File: src/include/i2cmb_pkg.sv
package i2cmb_pkg;

    // Upper six bits of the 7-bit target address; LSB comes from the strap
    localparam logic [5:0] I2CMB_ADDR_HI = 6'h2D;
    localparam int I2CMB_BYTE_BITS = 8;
    localparam logic [7:0] I2CMB_LOC_RESET = 8'h00;
    localparam logic [2:0] I2CMB_BIT_RESET = 3'h7;
    localparam logic [7:0] I2CMB_BYTE_RESET = 8'h00;

    typedef enum logic [2:0] {
        I2CMB_IDLE = 3'b000,
        I2CMB_ADDR = 3'b001,
        I2CMB_AACK = 3'b011,
        I2CMB_RXB  = 3'b010,
        I2CMB_WACK = 3'b110,
        I2CMB_TXB  = 3'b111,
        I2CMB_RACK = 3'b101,
        I2CMB_SKIP = 3'b100
    } i2cmb_state_t;

    // One byte written by the host into the selected mailbox
    typedef struct packed {
        logic [7:0] loc;
        logic [7:0] data;
        logic first;
    } i2cmb_wr_t;

endpackage

File: src/verilog/i2cmb_port.sv
`timescale 1ns/10ps
// Functional notes
// - First byte after address in a write selects location; rest is data.
// - Location stays fixed for every data byte; pointer never increments.
// - Location-only write updates pointer and changes no register.
// - Single data byte is stored into the selected register.
// - Several data bytes are all delivered in order to the same location.
// - Location kept across repeated start; read returns its data.
// - Separate reads keep using the location until a new select.
// - Answer 7-bit address whose LSB follows the strap pin.
module i2cmb_port
    import i2cmb_pkg::*;
(
    // Clock and reset
    input wire logic mclk_i,
    input wire logic rst_b_i,
    // Bus pins, open drain
    input wire logic scl_i,
    input wire logic sda_i,
    output logic scl_o,
    output logic scl_oe_o,
    output logic sda_o,
    output logic sda_oe_o,
    // Strap and wake
    input wire logic addr_sel_i,
    input wire logic wake_request_n_i,
    // Mailbox side
    output i2cmb_wr_t wr_o,
    output logic wr_valid_o,
    output logic [7:0] rd_loc_o,
    output logic rd_req_o,
    input wire logic [7:0] rd_data_i,
    input wire logic rd_valid_i,
    output logic busy_o
);

    ////////////////////////////////////////////////////////////////////////
    logic scl_q;
    logic sda_q;
    logic scl_rise;
    logic scl_fall;
    logic start_det;
    logic stop_det;
    i2cmb_state_t state;
    logic [2:0] bit_cnt;
    logic [7:0] shift;
    logic rw_read;
    logic loc_phase;
    logic first_data;
    logic [7:0] loc;
    logic [7:0] tx_byte;
    logic waiting;
    logic strap;

    assign scl_rise = scl_i && !scl_q;
    assign scl_fall = !scl_i && scl_q;
    assign start_det = scl_i && scl_q && sda_q && !sda_i;
    assign stop_det = scl_i && scl_q && !sda_q && sda_i;

    always_ff @(posedge mclk_i) begin
        if (!rst_b_i) begin
            scl_q <= 1'b1;
            sda_q <= 1'b1;
        end else begin
            scl_q <= scl_i;
            sda_q <= sda_i;
        end
    end

    // Strap re-sampled by clocked logic on every cycle the engine is idle
    always_ff @(posedge mclk_i) begin
        if (!rst_b_i) begin
            strap <= 1'b0;
        end else if (state == I2CMB_IDLE) begin
            strap <= addr_sel_i;
        end
    end

    function automatic logic addr_match(input logic [7:0] b, input logic s);
        addr_match = (b[7:1] == {I2CMB_ADDR_HI, s});
    endfunction

    ////////////////////////////////////////////////////////////////////////
    // Byte engine; sleeping device ignores the bus
    always_ff @(posedge mclk_i) begin
        if (!rst_b_i) begin
            state <= I2CMB_IDLE;
            bit_cnt <= I2CMB_BIT_RESET;
            shift <= I2CMB_BYTE_RESET;
            rw_read <= 1'b0;
            loc_phase <= 1'b0;
            first_data <= 1'b0;
        end else if (start_det) begin
            state <= wake_request_n_i ? I2CMB_IDLE : I2CMB_ADDR;
            bit_cnt <= I2CMB_BIT_RESET;
            // Stale byte must not pose as an address on the first fall
            shift <= I2CMB_BYTE_RESET;
        end else if (stop_det) begin
            state <= I2CMB_IDLE;
        end else begin
            case (state)
                I2CMB_ADDR, I2CMB_RXB: begin
                    if (scl_rise) begin
                        shift <= {shift[6:0], sda_i};
                        bit_cnt <= bit_cnt - 3'h1;
                    end else if (scl_fall && bit_cnt == I2CMB_BIT_RESET
                                 && state == I2CMB_ADDR
                                 && shift != I2CMB_BYTE_RESET) begin
                        if (addr_match(shift, strap)) begin
                            state <= I2CMB_AACK;
                            rw_read <= shift[0];
                            loc_phase <= !shift[0];
                            first_data <= 1'b1;
                        end else begin
                            state <= I2CMB_SKIP;
                        end
                    end else if (scl_fall && bit_cnt == I2CMB_BIT_RESET
                                 && state == I2CMB_RXB) begin
                        state <= I2CMB_WACK;
                    end
                end
                I2CMB_AACK, I2CMB_WACK: begin
                    if (scl_fall) begin
                        if (state == I2CMB_WACK && !loc_phase) begin
                            first_data <= 1'b0;
                        end
                        if (state == I2CMB_WACK) begin
                            loc_phase <= 1'b0;
                        end
                        shift <= I2CMB_BYTE_RESET;
                        state <= rw_read ? I2CMB_TXB : I2CMB_RXB;
                    end
                end
                I2CMB_TXB: begin
                    if (scl_fall && !waiting) begin
                        if (bit_cnt == 3'h0) begin
                            state <= I2CMB_RACK;
                        end
                        bit_cnt <= bit_cnt - 3'h1;
                    end
                end
                I2CMB_RACK: begin
                    if (scl_rise) begin
                        state <= sda_i ? I2CMB_SKIP : I2CMB_RACK;
                    end else if (scl_fall) begin
                        state <= I2CMB_TXB;
                    end
                end
                I2CMB_SKIP: begin
                    state <= I2CMB_SKIP;
                end
                default: begin
                    state <= I2CMB_IDLE;
                end
            endcase
        end
    end

    ////////////////////////////////////////////////////////////////////////
    // Location pointer: only the first written byte moves it
    always_ff @(posedge mclk_i) begin
        if (!rst_b_i) begin
            loc <= I2CMB_LOC_RESET;
        end else if (state == I2CMB_WACK && scl_fall && loc_phase) begin
            loc <= shift;
        end
    end

    // Data bytes go out with the held location
    always_ff @(posedge mclk_i) begin
        if (!rst_b_i) begin
            wr_o <= '0;
            wr_valid_o <= 1'b0;
        end else begin
            wr_valid_o <= state == I2CMB_WACK && scl_fall && !loc_phase;
            if (state == I2CMB_WACK && scl_fall && !loc_phase) begin
                wr_o.loc <= loc;
                wr_o.data <= shift;
                wr_o.first <= first_data;
            end
        end
    end

    ////////////////////////////////////////////////////////////////////////
    // Read fetch; SCL held low until the mailbox answers
    always_ff @(posedge mclk_i) begin
        if (!rst_b_i) begin
            waiting <= 1'b0;
            rd_req_o <= 1'b0;
            rd_loc_o <= I2CMB_LOC_RESET;
            tx_byte <= I2CMB_BYTE_RESET;
        end else begin
            rd_req_o <= 1'b0;
            if ((state == I2CMB_AACK && rw_read
                 || state == I2CMB_RACK && !sda_i) && scl_rise) begin
                waiting <= 1'b1;
                rd_req_o <= 1'b1;
                rd_loc_o <= loc;
            end else if (waiting && rd_valid_i) begin
                waiting <= 1'b0;
                tx_byte <= rd_data_i;
            end else if (state == I2CMB_TXB && scl_fall && !waiting) begin
                tx_byte <= {tx_byte[6:0], 1'b0};
            end
        end
    end

    ////////////////////////////////////////////////////////////////////////
    always_ff @(posedge mclk_i) begin
        if (!rst_b_i) begin
            sda_oe_o <= 1'b0;
            scl_oe_o <= 1'b0;
            sda_o <= 1'b0;
            scl_o <= 1'b0;
            busy_o <= 1'b0;
        end else begin
            sda_oe_o <= state == I2CMB_AACK || state == I2CMB_WACK
                        || (state == I2CMB_TXB && !waiting && !tx_byte[7]);
            scl_oe_o <= waiting && !scl_i;
            busy_o <= state != I2CMB_IDLE && state != I2CMB_SKIP;
        end
    end

endmodule
File: config.mk
export PLATFORM = sky130hd
export DESIGN_NAME = i2cmb_port
export DESIGN_NICKNAME = d
export VERILOG_FILES = /design/src/include/i2cmb_pkg.sv /design/src/verilog/i2cmb_port.sv
export SDC_FILE = /design/constraint.sdc
export NUM_CORES = 1
export LEC_CHECK = 0
export ABC_AREA = 1
export ABC_CLOCK_PERIOD_IN_PS = 2500
export BUFFER_PORTS_ARGS = -buffer_cell sky130_fd_sc_hd__buf_4
export CAP_MARGIN = 20
export CORE_MARGIN = 3
export CORE_UTILIZATION = 45
export CTS_CLUSTER_SIZE = 12
export DETAILED_ROUTE_END_ITERATION = 16
export PLACE_DENSITY = 0.66
export SLEW_MARGIN = 5
export SYNTH_ARGS = -nofsm -noshare
export SYNTH_HDL_FRONTEND = slang
export SYNTH_SLANG_ARGS = --single-unit
File: constraint.sdc
create_clock -name mclk_i -period 2.5 [get_ports mclk_i]
set_input_delay 0.625 -clock mclk_i [delete_from_list [all_inputs] [get_ports mclk_i]]
set_output_delay 0.625 -clock mclk_i [all_outputs]
set_load 0.01 [all_outputs]
Yosys cells after proc, flatten, opt, wreduce, memory -nomap -nowiden
Index checks and enable logic that the tools add are counted.
- register bits after elaboration: 67
- input port bits: 15
- output and inout bits: 32
- $add $sub $neg: 1
- equal/unequal tests: 24
- mux-type cells: 38
- bitwise logic cells: 5
- reduce and logical (&&, ||, !) cells: 55
- operators with widths (operator ; count):
    3-bit two-way mux ; 14
    8-bit two-way mux ; 4
    1-bit logical AND ; 26
    2-bit != test, second input constant ; 8
    4-bit != test, second input constant ; 4
    8-bit case mux with 2 select lines ; 1
    8-bit AND reduction ; 2
    3-bit equality test, second input constant ; 5
    1-bit two-way mux ; 15
    3-bit case mux with 5 select lines ; 1
    6-bit AND reduction ; 2
    5-bit != test, second input constant ; 2
    1-bit zero test ; 8
    4-bit AND reduction ; 2
    2-bit nonzero test ; 4
    8-bit nonzero test ; 1
    7-bit equality test ; 1
    3-bit by 2-bit equality test with 1-bit output, second input constant ; 2
    3-bit zero test ; 2
    3-bit case mux with 2 select lines ; 1
    2-bit OR reduction ; 3
    1-bit inverter ; 5
    1-bit case mux with 2 select lines ; 2
    3-bit by 1-bit equality test with 1-bit output, second input constant ; 1
    other kinds (5) ; 7

Depth between registers and ports, before layout
- word-level depth: 10
- gate-level depth with buffers: 12
- depth with buffers taken out: 12

Least setup slack after synthesis
No wires, ideal clock.
- path type: input to register
- start: in scl_i
- end: reg first_data
- arrival time: 1586 ps
- data required time: 2368 ps
- path slack: 782 ps
- cell stages on the path: 9
- path buffers: 0
- cell sequence: ha_1 -> nand2_1 -> nor2_1 -> nor2_1 -> nand3_1 -> nor2_1 -> nand3_1 -> nand2_1 -> a21oi_1
- word-level cells in the longest chain between the ends: 7
- ends and longest elaborated chain (what ; line ; text):
    from (decl) ; i2cmb_port.sv:18 ; input wire logic scl_i,
    1-bit zero test ; i2cmb_port.sv:56 ; assign scl_fall = !scl_i && scl_q;
    1-bit logical AND ; i2cmb_port.sv:56 ;
    1-bit logical AND ; i2cmb_port.sv:106 ; end else if (scl_fall && bit_cnt == I2CMB_BIT_RESET
    1-bit logical AND ; i2cmb_port.sv:107 ; && state == I2CMB_ADDR
    1-bit logical AND ; i2cmb_port.sv:108 ; && shift != I2CMB_BYTE_RESET) begin
    2-bit != test (no source line) ; - ;
    8-bit AND reduction (no source line) (*) ; - ;
    to (signal assigned) ; i2cmb_port.sv:92 ; first_data <= 1'b0;
    to (signal assigned) ; i2cmb_port.sv:113 ; first_data <= 1'b1;
    to (signal assigned) ; i2cmb_port.sv:125 ; first_data <= 1'b0;
    to (decl) ; i2cmb_port.sv:49 ; logic first_data;
Mark *: on every way between the ends. The rest lies on a longest branch, timed or not.
A chain may end at the register's enable or synchronous reset.

Final worst setup path
- start: reg state[1]
- end: reg shift[3]
- word-level cells in the longest chain between the ends: 4
- ends and longest elaborated chain (what ; line ; text):
    from (decl) ; i2cmb_port.sv:44 ; i2cmb_state_t state;
    from (signal assigned) ; i2cmb_port.sv:94 ; state <= wake_request_n_i ? I2CMB_IDLE : I2CMB_ADDR;
    from (signal assigned) ; i2cmb_port.sv:131 ; state <= rw_read ? I2CMB_TXB : I2CMB_RXB;
    from (signal assigned) ; i2cmb_port.sv:144 ; state <= sda_i ? I2CMB_SKIP : I2CMB_RACK;
    3-bit equality test, or another cell as far along ; i2cmb_port.sv:101 ; case (state)
    2-bit OR reduction ; i2cmb_port.sv:101 ;
    2-bit != test (no source line) or 2-bit nonzero test (tied branches) ; - ;
    4-bit AND reduction (no source line) ; - ;
    to (signal assigned) ; i2cmb_port.sv:104 ; shift <= {shift[6:0], sda_i};
    to (decl) ; i2cmb_port.sv:46 ; logic [7:0] shift;
Parallel ways exist; a longest one is shown, timed or not.

==> flow_summary.rst <==
.. list-table::
   :header-rows: 1

   * - Metric
     - Value
   * - Period utilisation layout
     - a little over two thirds
   * - HPWL after DPL
     - 4710 microns
   * - Worst-margin pin slew
     - roughly 0.51 ns
   * - Compound-cell area share of the yosys netlist
     - approximately 18%
   * - Inserted Diodes
     - 0
   * - Count of antenna-violating nets left after detailed routing
     - 0
   * - Number of buffers created by CTS
     - 9
   * - Setup Slack @ Placement
     - between 0.4 and 0.5 ns
   * - Final worst path period need
     - between 1.5 and 2 ns
   * - Post-CTS Hold Buffers
     - 0
   * - Worst IR drop on VDD
     - between 400 and 500 uV
   * - Final Worst Setup Slack
     - about 0.76 ns
   * - Insertion delay to the later sink of the worst-skew pair
     - around 0.33 ns
   * - Overall power after layout
     - about 2.2 mW
   * - Outcome
     - finished, final reports clean
   * - First-pass GRT wire length
     - ~11000 microns
   * - Slew margin rel.
     - between 60 and 70%
   * - Via-to-Cell Ratio
     - ~5.1
   * - Largest net degree at the start of global routing
     - 45
   * - Area post-placement
     - between 3000 and 4000 sq um
   * - RSZ-0062 raised after global routing
     - false
   * - Post-synthesis sequential area ratio
     - a little under half
   * - Post-Syn Area per Cell
     - roughly 7.3 sq um
   * - I/O pin total
     - 47
   * - Count of buffers added by post-CTS timing repair for setup
     - 0
   * - 1st-iter DRT viols
     - 176
   * - Placement Rows
     - 28
   * - Number of cells produced by synthesis
     - 400
   * - Total of cells resized after clock tree synthesis
     - 0
   * - Total number of H-tree levels
     - 3
   * - Setup violators final
     - 0
   * - Ordered cell list for the critical path
     - nand3_2, nand2_2, nand2_1, o21ai_1, nor2_4, inv_2, a21oi_1
   * - Adder-cell area share of the yosys netlist
     - between 2 and 3%
   * - Initial cell density of the core
     - 47.80%
   * - Fillers
     - 583
   * - Multiplexer share of the synthesized area
     - 0%
   * - Buffer cell driving the clock tree root
     - clkbuf_8
   * - Post-synthesis simple-gate area fraction
     - approximately a quarter
   * - Required time of the worst setup path
     - ~2.7 ns
   * - Arrival time reported for the critical path endpoint
     - about 2.0 ns
   * - Final clock skew
     - about 0.0057 ns
   * - Final-report hold violation count
     - 0
   * - Launching element type of the critical path
     - flop
   * - Area enclosed by the die boundary
     - around 7500 sq um
   * - Post-synthesis register bit count
     - 67
   * - Port Buf Inserts
     - 44
   * - Number of remaining DRC errors
     - 0
   * - GRT Residual Overflow
     - 0
   * - CTS clk-pin slew, worst paths
     - 0.07 ns
   * - Final wirelength
     - roughly 6700 microns
   * - Core region area
     - approximately 6100 sq um
   * - Maximum clock rate
     - 575.4 MHz
   * - Top cell type's share of synthesized area
     - a little under half
   * - Clock tree from TritonCTS
     - done
   * - Buffer levels on the longest clock path
     - 2
   * - Leakage power figure
     - between 1.5 and 2 nW
   * - Commonest cells post-synth
     - dfxtp_1, nand2_1, nor2_1
   * - Top cells by area, synth
     - dfxtp_1, o21ai_0, nand2_1
   * - Cell type with the highest aggregate area in the netlist
     - dfxtp_1
   * - Share of flip-flops with an asynchronous set or reset
     - 0%
   * - Share of post-route cells with drive strength above 1
     - 18.08%
   * - Post-route setup TNS
     - 0 ns
   * - Count of final max-slew check failures
     - 0
   * - Peak per-stage delay on the critical path
     - roughly 0.56 ns
   * - Chip width
     - approximately 86 microns
   * - Total of warnings raised by yosys
     - 0
   * - # Max-Cap Violations
     - 0
   * - Tightest Hold Check Type
     - flop to flop
   * - Cell area power density
     - 631.1 nW/um^2
   * - Xor/xnor cell area share of the yosys netlist
     - less than 1%
   * - Syn Std Cell Area
     - between 2000 and 3000 sq um
   * - Final design area excluding fillers
     - approximately 3500 sq um
   * - Clk sinks
     - 67
   * - Number of search-and-repair iterations in the first detailed-routing pass
     - 4
   * - Most instantiated flip-flop cell in the synthesis netlist
     - dfxtp_1
   * - Slowest CP cell
     - dfxtp_1
   * - Most instantiated library cell after synthesis
     - dfxtp_1
   * - Last weighted congestion value of the routability-driven placer
     - just under 0.9
   * - Count of flip-flops with a built-in enable after synthesis
     - 0
   * - Area added between synthesis and finish
     - 20.31%
   * - Vias after detailed routing
     - ~2700
   * - Critical path endpoint category
     - flop
   * - Cell variety after synth
     - 26
   * - Number of antenna violations at the first check in global routing
     - 0
   * - Die boundary height
     - 86.47 microns
   * - Net count of the finished layout
     - about 460
   * - Post-DR wirelength/cell
     - between 10 and 15 microns
   * - Overall Global Routing Usage
     - about a fifth
   * - Main combinational cell family by area after synthesis
     - simple AND/OR/NAND/NOR gates
   * - Crit-path max FO
     - 14
   * - Number of global-route vias before repair
     - between 2000 and 2500
   * - Critical path class
     - flop to flop
## registers in the layout (all words and copies together), names as in the netlist, 3 cells and up
name / flops
shift: 8
tx_byte: 8
rd_loc_o: 8
wr_o: 17
loc: 8
state: 3
bit_cnt: 3
## cell families after synthesis
family / count (synthesis)
buffers and inverters: 58
DFF: 67
other: 1
xor gates and xnor gates: 1
AOI/OAI and AO/OA: 104
and+or+nand+nor: 163
adders and majority gates: 6
## through the flow
step / std cells / hold WS, ns / utilization, %
floorplan: 401 / 0.4246 / -
global placement: 507 / 0.4342 / 53.92
detailed placement: 507 / 0.4431 / 53.92
CTS: 523 / 0.4552 / 57.51
global route: 523 / 0.4743 / 57.51
finish: 523 / 0.4523 / 57.51
## cells in the final DEF (no fill, tap or decap), drive strengths merged
cell type / instances
nand2: 69
o21ai: 55
nor3: 1
clkinv: 4
inv: 39
o211ai: 2
bufinv: 2
conb: 2
dfxtp: 67
nand3: 23
clkbuf: 12
a21oi: 46
nor2: 65
xnor2: 1
ha: 6
nand4: 4
o22ai: 1
buf: 48
or2: 1
## final cells by class
| class | count | area (sq um) | area share (%) |
|---|---|---|---|
| clock buffers | 12 | 145.1 | 4.140 |
| multi-input cells | 276 | 1338 | 38.15 |
| flip-flops and latches | 67 | 1341 | 38.26 |
| clock inverters | 4 | 73.82 | 2.106 |
| inverters | 41 | 153.9 | 4.390 |
| repair buffers | 48 | 360.3 | 10.28 |
| well taps | 75 | 93.84 | 2.677 |
## power by group
| group | total, mW | internal, mW | leakage, nW | switching [mW] |
|---|---|---|---|---|
| logic | 0.138 | 0.0494 | 0.941 | 0.0883 |
| registers | 1.09 | 1.08 | 0.541 | 0.00888 |
| clock network | 0.985 | 0.590 | 0.111 | 0.395 |
## final timing paths
kind / start / to / slack, ns / cells past startpoint
min reg2reg: tx_byte[3]$_SDFFE_PN0P_ / tx_byte[3]$_SDFFE_PN0P_ / 0.45 / 2
min: tx_byte[3]$_SDFFE_PN0P_ / tx_byte[3]$_SDFFE_PN0P_ / 0.45 / 2
max: state[1]$_SDFFE_PN0P_ / shift[3]$_SDFFE_PP0P_ / 0.76 / 7
max reg2reg: state[1]$_SDFFE_PN0P_ / shift[3]$_SDFFE_PP0P_ / 0.76 / 7
## per-layer routing
| metal | vias up | part of all wire (%) | GRT usage (%) |
|---|---|---|---|
| li1 | 1381 | - | - |
| met4 | 0 | 1.1 | 6.374 |
| met3 | 7 | 4.4 | 5.133 |
| met2 | 51 | 47 | 30.81 |
| met5 | - | 0 | 0 |
| met1 | 1214 | 48 | 25.53 |
## worst max-delay path, delay by kind of cell, from the launching register on
kind / cells / cell delay [ns]
and+or+nand+nor: 4 / 0.67
DFF: 1 / 0.56
AOI/OAI and AO/OA: 2 / 0.25
buffers and inverters: 1 / 0.13
No activity file was read; power rests on OpenSTA's default activity.
